$ cat config.mk
export PLATFORM = sky130hd
export DESIGN_NAME = interrupt_vector_mapper
export DESIGN_NICKNAME = d
export VERILOG_FILES = /design/src/hw/vec_map_pkg.sv /design/src/hw/interrupt_vector_mapper.sv
export SDC_FILE = /design/constraint.sdc
export NUM_CORES = 1
export LEC_CHECK = 0
export BUFFER_PORTS_ARGS = -buffer_cell sky130_fd_sc_hd__buf_2
export CORE_MARGIN = 1
export CORE_UTILIZATION = 55
export CTS_CLUSTER_DIAMETER = 150
export DETAILED_ROUTE_END_ITERATION = 6
export PLACE_DENSITY = 0.95
export SLEW_MARGIN = 20
export SYNTH_ARGS = -nofsm -noshare
export SYNTH_HDL_FRONTEND = slang
export SYNTH_SLANG_ARGS = --single-unit
$ cat constraint.sdc
create_clock -name clk_sys -period 9.2 [get_ports clk_sys]
set_input_delay 1.38 -clock clk_sys [delete_from_list [all_inputs] [get_ports clk_sys]]
set_output_delay 1.38 -clock clk_sys [all_outputs]
set_load 0.005 [all_outputs]
$ cat src/hw/vec_map_pkg.sv
/*
 Constants, source indices and carrier types for the interrupt vector mapper.
 Assumes program addresses are word addresses and fuse levels are raw (0 = programmed).
*/
package vec_map_pkg;

   // ----------------------------------------------------------------
   // Widths and layout figures
   // ----------------------------------------------------------------
   localparam int ADDR_W        = 16;
   localparam int NUM_W         = 5;
   localparam int SRC_CNT       = 27;
   localparam int EXT_VEC_CNT   = 28;
   localparam int CMP_VEC_CNT   = 22;
   localparam int VEC_STEP      = 2;
   localparam logic [ADDR_W-1:0] RESET_ADDR = 16'h0000;
   localparam logic [NUM_W-1:0]  RESET_NUM  = 5'h01;
   localparam logic FUSE_PROGRAMMED = 1'b0;

   // ----------------------------------------------------------------
   // Source indices, extended-layout order
   // ----------------------------------------------------------------
   localparam int SRC_EXT_IRQ_0       = 0;
   localparam int SRC_EXT_IRQ_1       = 1;
   localparam int SRC_EXT_IRQ_2       = 2;
   localparam int SRC_PIN_CHANGE_0    = 3;
   localparam int SRC_PIN_CHANGE_1    = 4;
   localparam int SRC_TIMER3_CAPTURE  = 5;
   localparam int SRC_TIMER3_OVERFLOW = 8;
   localparam int SRC_TX_BUF_EMPTY_0  = 20;
   // Sources 3..8 exist only in the extended layout.
   localparam int CMP_GAP_FIRST       = 3;
   localparam int CMP_GAP_LAST        = 8;
   localparam int CMP_GAP_LEN         = 6;
   localparam logic [SRC_CNT-1:0] CMP_SRC_MASK = 27'h7FFFE07;

   // ----------------------------------------------------------------
   // Vector addresses; all but ADDR_EXT_IRQ_0, ADDR_EXT_IRQ_1, ADDR_PIN_CHANGE_0 and ADDR_T3_CAPTURE are checked directly
   // ----------------------------------------------------------------
   localparam logic [ADDR_W-1:0] ADDR_EXT_IRQ_0    = 16'h0002;
   localparam logic [ADDR_W-1:0] ADDR_EXT_IRQ_1    = 16'h0004;
   localparam logic [ADDR_W-1:0] ADDR_EXT_IRQ_2    = 16'h0006;
   localparam logic [ADDR_W-1:0] ADDR_PIN_CHANGE_0 = 16'h0008;
   localparam logic [ADDR_W-1:0] ADDR_PIN_CHANGE_1 = 16'h000A;
   localparam logic [ADDR_W-1:0] ADDR_T3_CAPTURE   = 16'h000C;
   localparam logic [ADDR_W-1:0] ADDR_T3_OVERFLOW  = 16'h0012;
   localparam logic [ADDR_W-1:0] ADDR_TXE_EXT      = 16'h002A;
   localparam logic [ADDR_W-1:0] ADDR_TXE_CMP      = 16'h001E;
   localparam logic [ADDR_W-1:0] ADDR_EXT_LAST     = 16'h0036;
   localparam logic [ADDR_W-1:0] ADDR_CMP_LAST     = 16'h002A;

   // ----------------------------------------------------------------
   // Carrier for the vector offered to the core
   // ----------------------------------------------------------------
   typedef struct packed {
      logic              valid;
      logic [NUM_W-1:0]  num;
      logic [ADDR_W-1:0] addr;
   } vec_out_t;

endpackage

$ cat src/hw/interrupt_vector_mapper.sv
/*
 Interrupt vector mapper: reset vector and highest-priority interrupt vector for the core.
 Assumes level requests held by peripherals until granted, and fuses stable while running.
*/
// Contract
// RQ1 - Reset vector is zero when boot fuse unprogrammed
// RQ2 - Programmed boot fuse sends reset to loader
// RQ3 - Relocate bit moves interrupt vectors to boot
// RQ4 - Relocated address is base plus boot start
// RQ5 - Extended layout: 28 vectors up to 0x036
// RQ6 - Compatible layout: 22 vectors up to 0x02A
// RQ7 - External requests 0..2 at 0x002..0x006
// RQ8 - Extended: pin change 0,1 at 0x008,0x00A
// RQ9 - Extended: timer three events 0x00C..0x012
// RQ10 - Transmit empty at 0x02A extended, 0x01E compatible
// RQ11 - Fuse level one unprogrammed, zero programmed
// RQ12 - Vectors start 0x0002 or boot plus 0x0002
// RQ13 - Lowest pending vector number is served first
`timescale 1ns/100ps
module interrupt_vector_mapper
   import vec_map_pkg::*;
(
   // Clock and reset
   input  wire logic                 clk_sys,
   input  wire logic                 rstn,
   // Fuses and control
   input  wire logic                 compat_layout_fuse,
   input  wire logic                 boot_reset_select_fuse,
   input  wire logic                 vector_relocate_bit,
   input  wire logic [ADDR_W-1:0]    boot_start_addr,
   // Peripheral requests and grants
   input  wire logic [SRC_CNT-1:0]   irq_req,
   output logic      [SRC_CNT-1:0]   irq_grant,
   // Core side
   input  wire logic                 vec_fetch,
   output logic      [ADDR_W-1:0]    reset_vec,
   output vec_out_t                  irq_vec
);

   // ----------------------------------------------------------------
   // Helpers
   // ----------------------------------------------------------------
   function automatic logic [NUM_W-1:0] src_to_num(input int src, input logic compat);
      int n;
      n = src + 2;
      if (compat && src > CMP_GAP_LAST) begin
         n = src + 2 - CMP_GAP_LEN;
      end
      return NUM_W'(n);
   endfunction

   function automatic logic [ADDR_W-1:0] num_to_base(input logic [NUM_W-1:0] num);
      return ADDR_W'((num - RESET_NUM) * VEC_STEP);
   endfunction

   // ----------------------------------------------------------------
   // Next-value logic
   // ----------------------------------------------------------------
   logic                 compat;
   logic [SRC_CNT-1:0]   live_req;
   logic [ADDR_W-1:0]    reset_vec_d;
   logic [ADDR_W-1:0]    reset_vec_q;
   vec_out_t             irq_vec_d;
   vec_out_t             irq_vec_q;
   logic [SRC_CNT-1:0]   src_oh_d;
   logic [SRC_CNT-1:0]   src_oh_q;
   logic [SRC_CNT-1:0]   irq_grant_d;
   logic [SRC_CNT-1:0]   irq_grant_q;

   always_comb begin
      compat      = (compat_layout_fuse == FUSE_PROGRAMMED);
      live_req    = compat ? (irq_req & CMP_SRC_MASK) : irq_req;              // [RQ5] [RQ6]
      reset_vec_d = RESET_ADDR;                                               // [RQ1] [RQ11]
      if (boot_reset_select_fuse == FUSE_PROGRAMMED) begin
         reset_vec_d = boot_start_addr;                                       // [RQ2] [RQ11]
      end
      irq_vec_d = '0;
      src_oh_d  = '0;
      for (int s = SRC_CNT - 1; s >= 0; s--) begin
         if (live_req[s]) begin                                               // [RQ13]
            irq_vec_d.valid = 1'b1;
            irq_vec_d.num   = src_to_num(s, compat);                          // [RQ7] [RQ8] [RQ9] [RQ10]
            src_oh_d        = '0;
            src_oh_d[s]     = 1'b1;
         end
      end
      irq_vec_d.addr = num_to_base(irq_vec_d.num);                            // [RQ12]
      if (vector_relocate_bit) begin
         irq_vec_d.addr = irq_vec_d.addr + boot_start_addr;                   // [RQ3] [RQ4]
      end
      if (!irq_vec_d.valid) begin
         irq_vec_d.addr = '0;
      end
      irq_grant_d = '0;
      if (vec_fetch && irq_vec_q.valid) begin
         irq_grant_d = src_oh_q;
      end
   end

   // ----------------------------------------------------------------
   // Registers
   // ----------------------------------------------------------------
   always_ff @(posedge clk_sys) begin
      if (!rstn) begin
         reset_vec_q <= RESET_ADDR;
         irq_vec_q   <= '0;
         src_oh_q    <= '0;
         irq_grant_q <= '0;
      end else begin
         reset_vec_q <= reset_vec_d;
         irq_vec_q   <= irq_vec_d;
         src_oh_q    <= src_oh_d;
         irq_grant_q <= irq_grant_d;
      end
   end

   assign reset_vec = reset_vec_q;
   assign irq_vec   = irq_vec_q;
   assign irq_grant = irq_grant_q;
endmodule

==> results.sh <==
export IMPL_path_common_cell="nor2_1"
export IMPL_hp_class="reg2reg"
export IMPL_coreArea_um2=6490
export IMPL_drcViolationCount=0
export IMPL_cts_sinks=92
export IMPL_wire_per_inst_um=14.9
export IMPL_hpwlAfterDp_mm=6.55
export IMPL_tns_ns=0
export IMPL_port_buffers=113
export IMPL_route_met3_wl_um=609
export IMPL_clockBufferDepth=2
export IMPL_grt_pass1_wl_mm=14.3
export IMPL_power_density_nw_per_um2=170
export IMPL_hold_buffers=0
export IMPL_final_util_pct=71.5
export IMPL_dp_worst_setup_slack_ns=4.29
export IMPL_rsz0062_at_grt="false"
export IMPL_path_class="in2reg"
export IMPL_routed_via_count=3343
export IMPL_max_freq_mhz=210
export IMPL_setup_ws_ns=4.44
export IMPL_crit_family="simple AND/OR/NAND/NOR gates"
export IMPL_max_slew_margin_pct=50.8
export IMPL_required_ns=9.44
export IMPL_grt_pass1_vias=3130
export IMPL_netlist_area_um2=3800
export IMPL_cap_violations=0
export IMPL_cts_setup_buffers=0
export IMPL_synth_fp_nets=466
export IMPL_fin_crit_ns=4.76
export IMPL_area_growth_pct=22.1
export IMPL_worst_path_buf_inv=1
export IMPL_cp_cell_sequence="buf_2, nor4_1, a221oi_2, a2111oi_2, nor2_1, or2_1, nor2_1, ha_1, nor3_1, nor2_1, o211ai_1, nand3_1, a41oi_1, xor2_1, nor2_1"
export IMPL_status="complete, no violations"
export IMPL_hold_viol=0
export IMPL_clk_pin_slew_ns=0.09
export IMPL_routed_wl_met2_mm=4.44
export IMPL_cts_root_buf="clkbuf_8"
export IMPL_clock_latency_ns=0.36
export IMPL_worst_path_max_fanout=9
export IMPL_fin_crit_sh_pct=51.8
export IMPL_drive_gt1_share_pct=27.4
export IMPL_synthArstFlopShare_pct=0
export IMPL_dr_pass1_iters=5
export IMPL_antenna_found_initial=0
export IMPL_synth_cell_types=60
export IMPL_tightest_slew_ns=0.736
export IMPL_die_w_um=85.1
export IMPL_slowest_stage="nor2_1"
export IMPL_syn_instance_count=401
export IMPL_pin_count=114
export IMPL_fin_nets=582
export IMPL_drt_first_iter_violations=297
export IMPL_grt_max_degree=28
export IMPL_rows=29
export IMPL_p_leak_nw=2.22
export IMPL_synth_area_per_cell_um2=9.48
export IMPL_final_cell_mix="buf_2, dfxtp_1, nor2_1, and2_1"
export IMPL_cts_tree="built"
export IMPL_synthFlopType="dfxtp_1"
export IMPL_synth_edff_count=0
export IMPL_viasPerCell=5.58
export IMPL_totalWireLength_mm=8.95
export IMPL_drt_antenna_violating_nets=0
export IMPL_dieArea_um2=7250
export IMPL_route_top_layer_used="met4"
export IMPL_start_util_pct=58.5
export IMPL_start_kind="input port"
export IMPL_h_tree_depth=3
export IMPL_place_congestion=0.904
export IMPL_cts_made_buffers=9
export IMPL_mostFrequentLayoutCell="buf_2"
export IMPL_met1Wirelength_mm=3.62
export IMPL_ir_worst_vdd_uv=107
export IMPL_drv_slew=0
export IMPL_setup_viol=0
export IMPL_die_h_um=85.1
export IMPL_grt_usage_pct=25.5
export IMPL_grt_overflow=0
export IMPL_worstPathArrival_ns=5.00
export IMPL_slowest_delay_ns=0.52
export IMPL_yosys_register_bits=92
export IMPL_fin_skew_ns=0.0146
export IMPL_cts_resized=0
export IMPL_critPathCaptureType="flop"
export IMPL_n_antenna_cell=0
export IMPL_yosysWarningCount=0
export IMPL_seq_area_frac_synth_pct=48.5
[synth_stat cells (4+ instances only)]
| library cell | number | share of area, % |
|---|---|---|
| dfxtp_1 | 92 | 48 |
| nor2_1 | 59 | 5.8 |
| and2_1 | 48 | 7.9 |
| nand2_1 | 16 | 1.6 |
| nor3_1 | 16 | 2.1 |
| ha_1 | 15 | 4.9 |
| and3_1 | 13 | 2.1 |
| inv_1 | 12 | 1.2 |
| o21ai_0 | 9 | 1.2 |
| xor2_1 | 9 | 2.1 |
| a21oi_1 | 8 | 1.1 |
| clkbuf_1 | 7 | 0.69 |
| or3_1 | 7 | 1.2 |
| a211oi_1 | 5 | 0.99 |
| nand2b_1 | 5 | 0.82 |
| nor4b_1 | 5 | 1.2 |
| or2_2 | 5 | 0.82 |
| xnor2_1 | 5 | 1.2 |
| nand3_1 | 4 | 0.53 |
[state kept, by name (all words and copies together), names as in the netlist]
register,cells
irq_grant,27
src_oh_q,27
reset_vec,16
irq_vec,22
[final timing paths]
| kind | start | end | slack [ns] | depth (start not counted) |
|---|---|---|---|---|
| worst max-delay path | irq_req[15] | irq_vec[15]$_SDFF_PN0_ | 4.44 | 15 |
| worst max register to register | irq_vec[21]$_SDFF_PN0_ | irq_grant[22]$_SDFF_PN0_ | 7.95 | 2 |
| worst min-delay path | src_oh_q[26]$_SDFF_PP0_ | irq_grant[26]$_SDFF_PN0_ | 0.43 | 1 |
| worst min register to register | src_oh_q[26]$_SDFF_PP0_ | irq_grant[26]$_SDFF_PN0_ | 0.43 | 1 |
[routing by layer]
metal | vias to the layer above | GRT usage, %
met5 | - | 0
met4 | 0 | 11.4
met3 | 36 | 6.91
met2 | 167 | 45.6
met1 | 1514 | 28.3
li1 | 1626 | -
[metrics by stage]
step	area (um2)	total power (W)	cells	hold slack, ns
2_1_floorplan	3800	0.000474	401	0.406
3_3_place_gp	4430	0.000508	583	0.408
3_5_place_dp	4430	0.000513	583	0.410
4_1_cts	4640	0.000787	599	0.428
5_1_grt	4640	0.000818	599	0.442
6_report	4640	0.000788	599	0.427
[cell type report]
cell class	instances	area (um2)
Fill cell	479	1850
Inverter	12	45.0
Multi-Input combinational cell	289	1880
Timing Repair Buffer	113	566
Sequential cell	92	1840
Tap cell	77	96.3
Clock inverter	5	58.8
Clock buffer	11	151
[cells by family (layout without fill, tap and decap cells)]
logic type,count (synthesis),count (layout),synth area share [%]
and+or+nand+nor,201,201,29.3
AOI/OAI and AO/OA,56,56,11.0
adders and majority gates,16,16,5.47
DFF,92,92,48.5
xor gates and xnor gates,14,14,3.23
buffers and inverters,20,141,2.01
muxes,2,2,0.527
[report_power, final]
group          total (W)  switching (W)  leakage (nW)  internal (W)
clock           0.000281       0.000140         0.102      0.000141
sequential      0.000410     0.00000255         0.748      0.000408
combinational  0.0000963      0.0000560          1.37     0.0000403
Note: power is estimated with default switching activity, not from simulation.
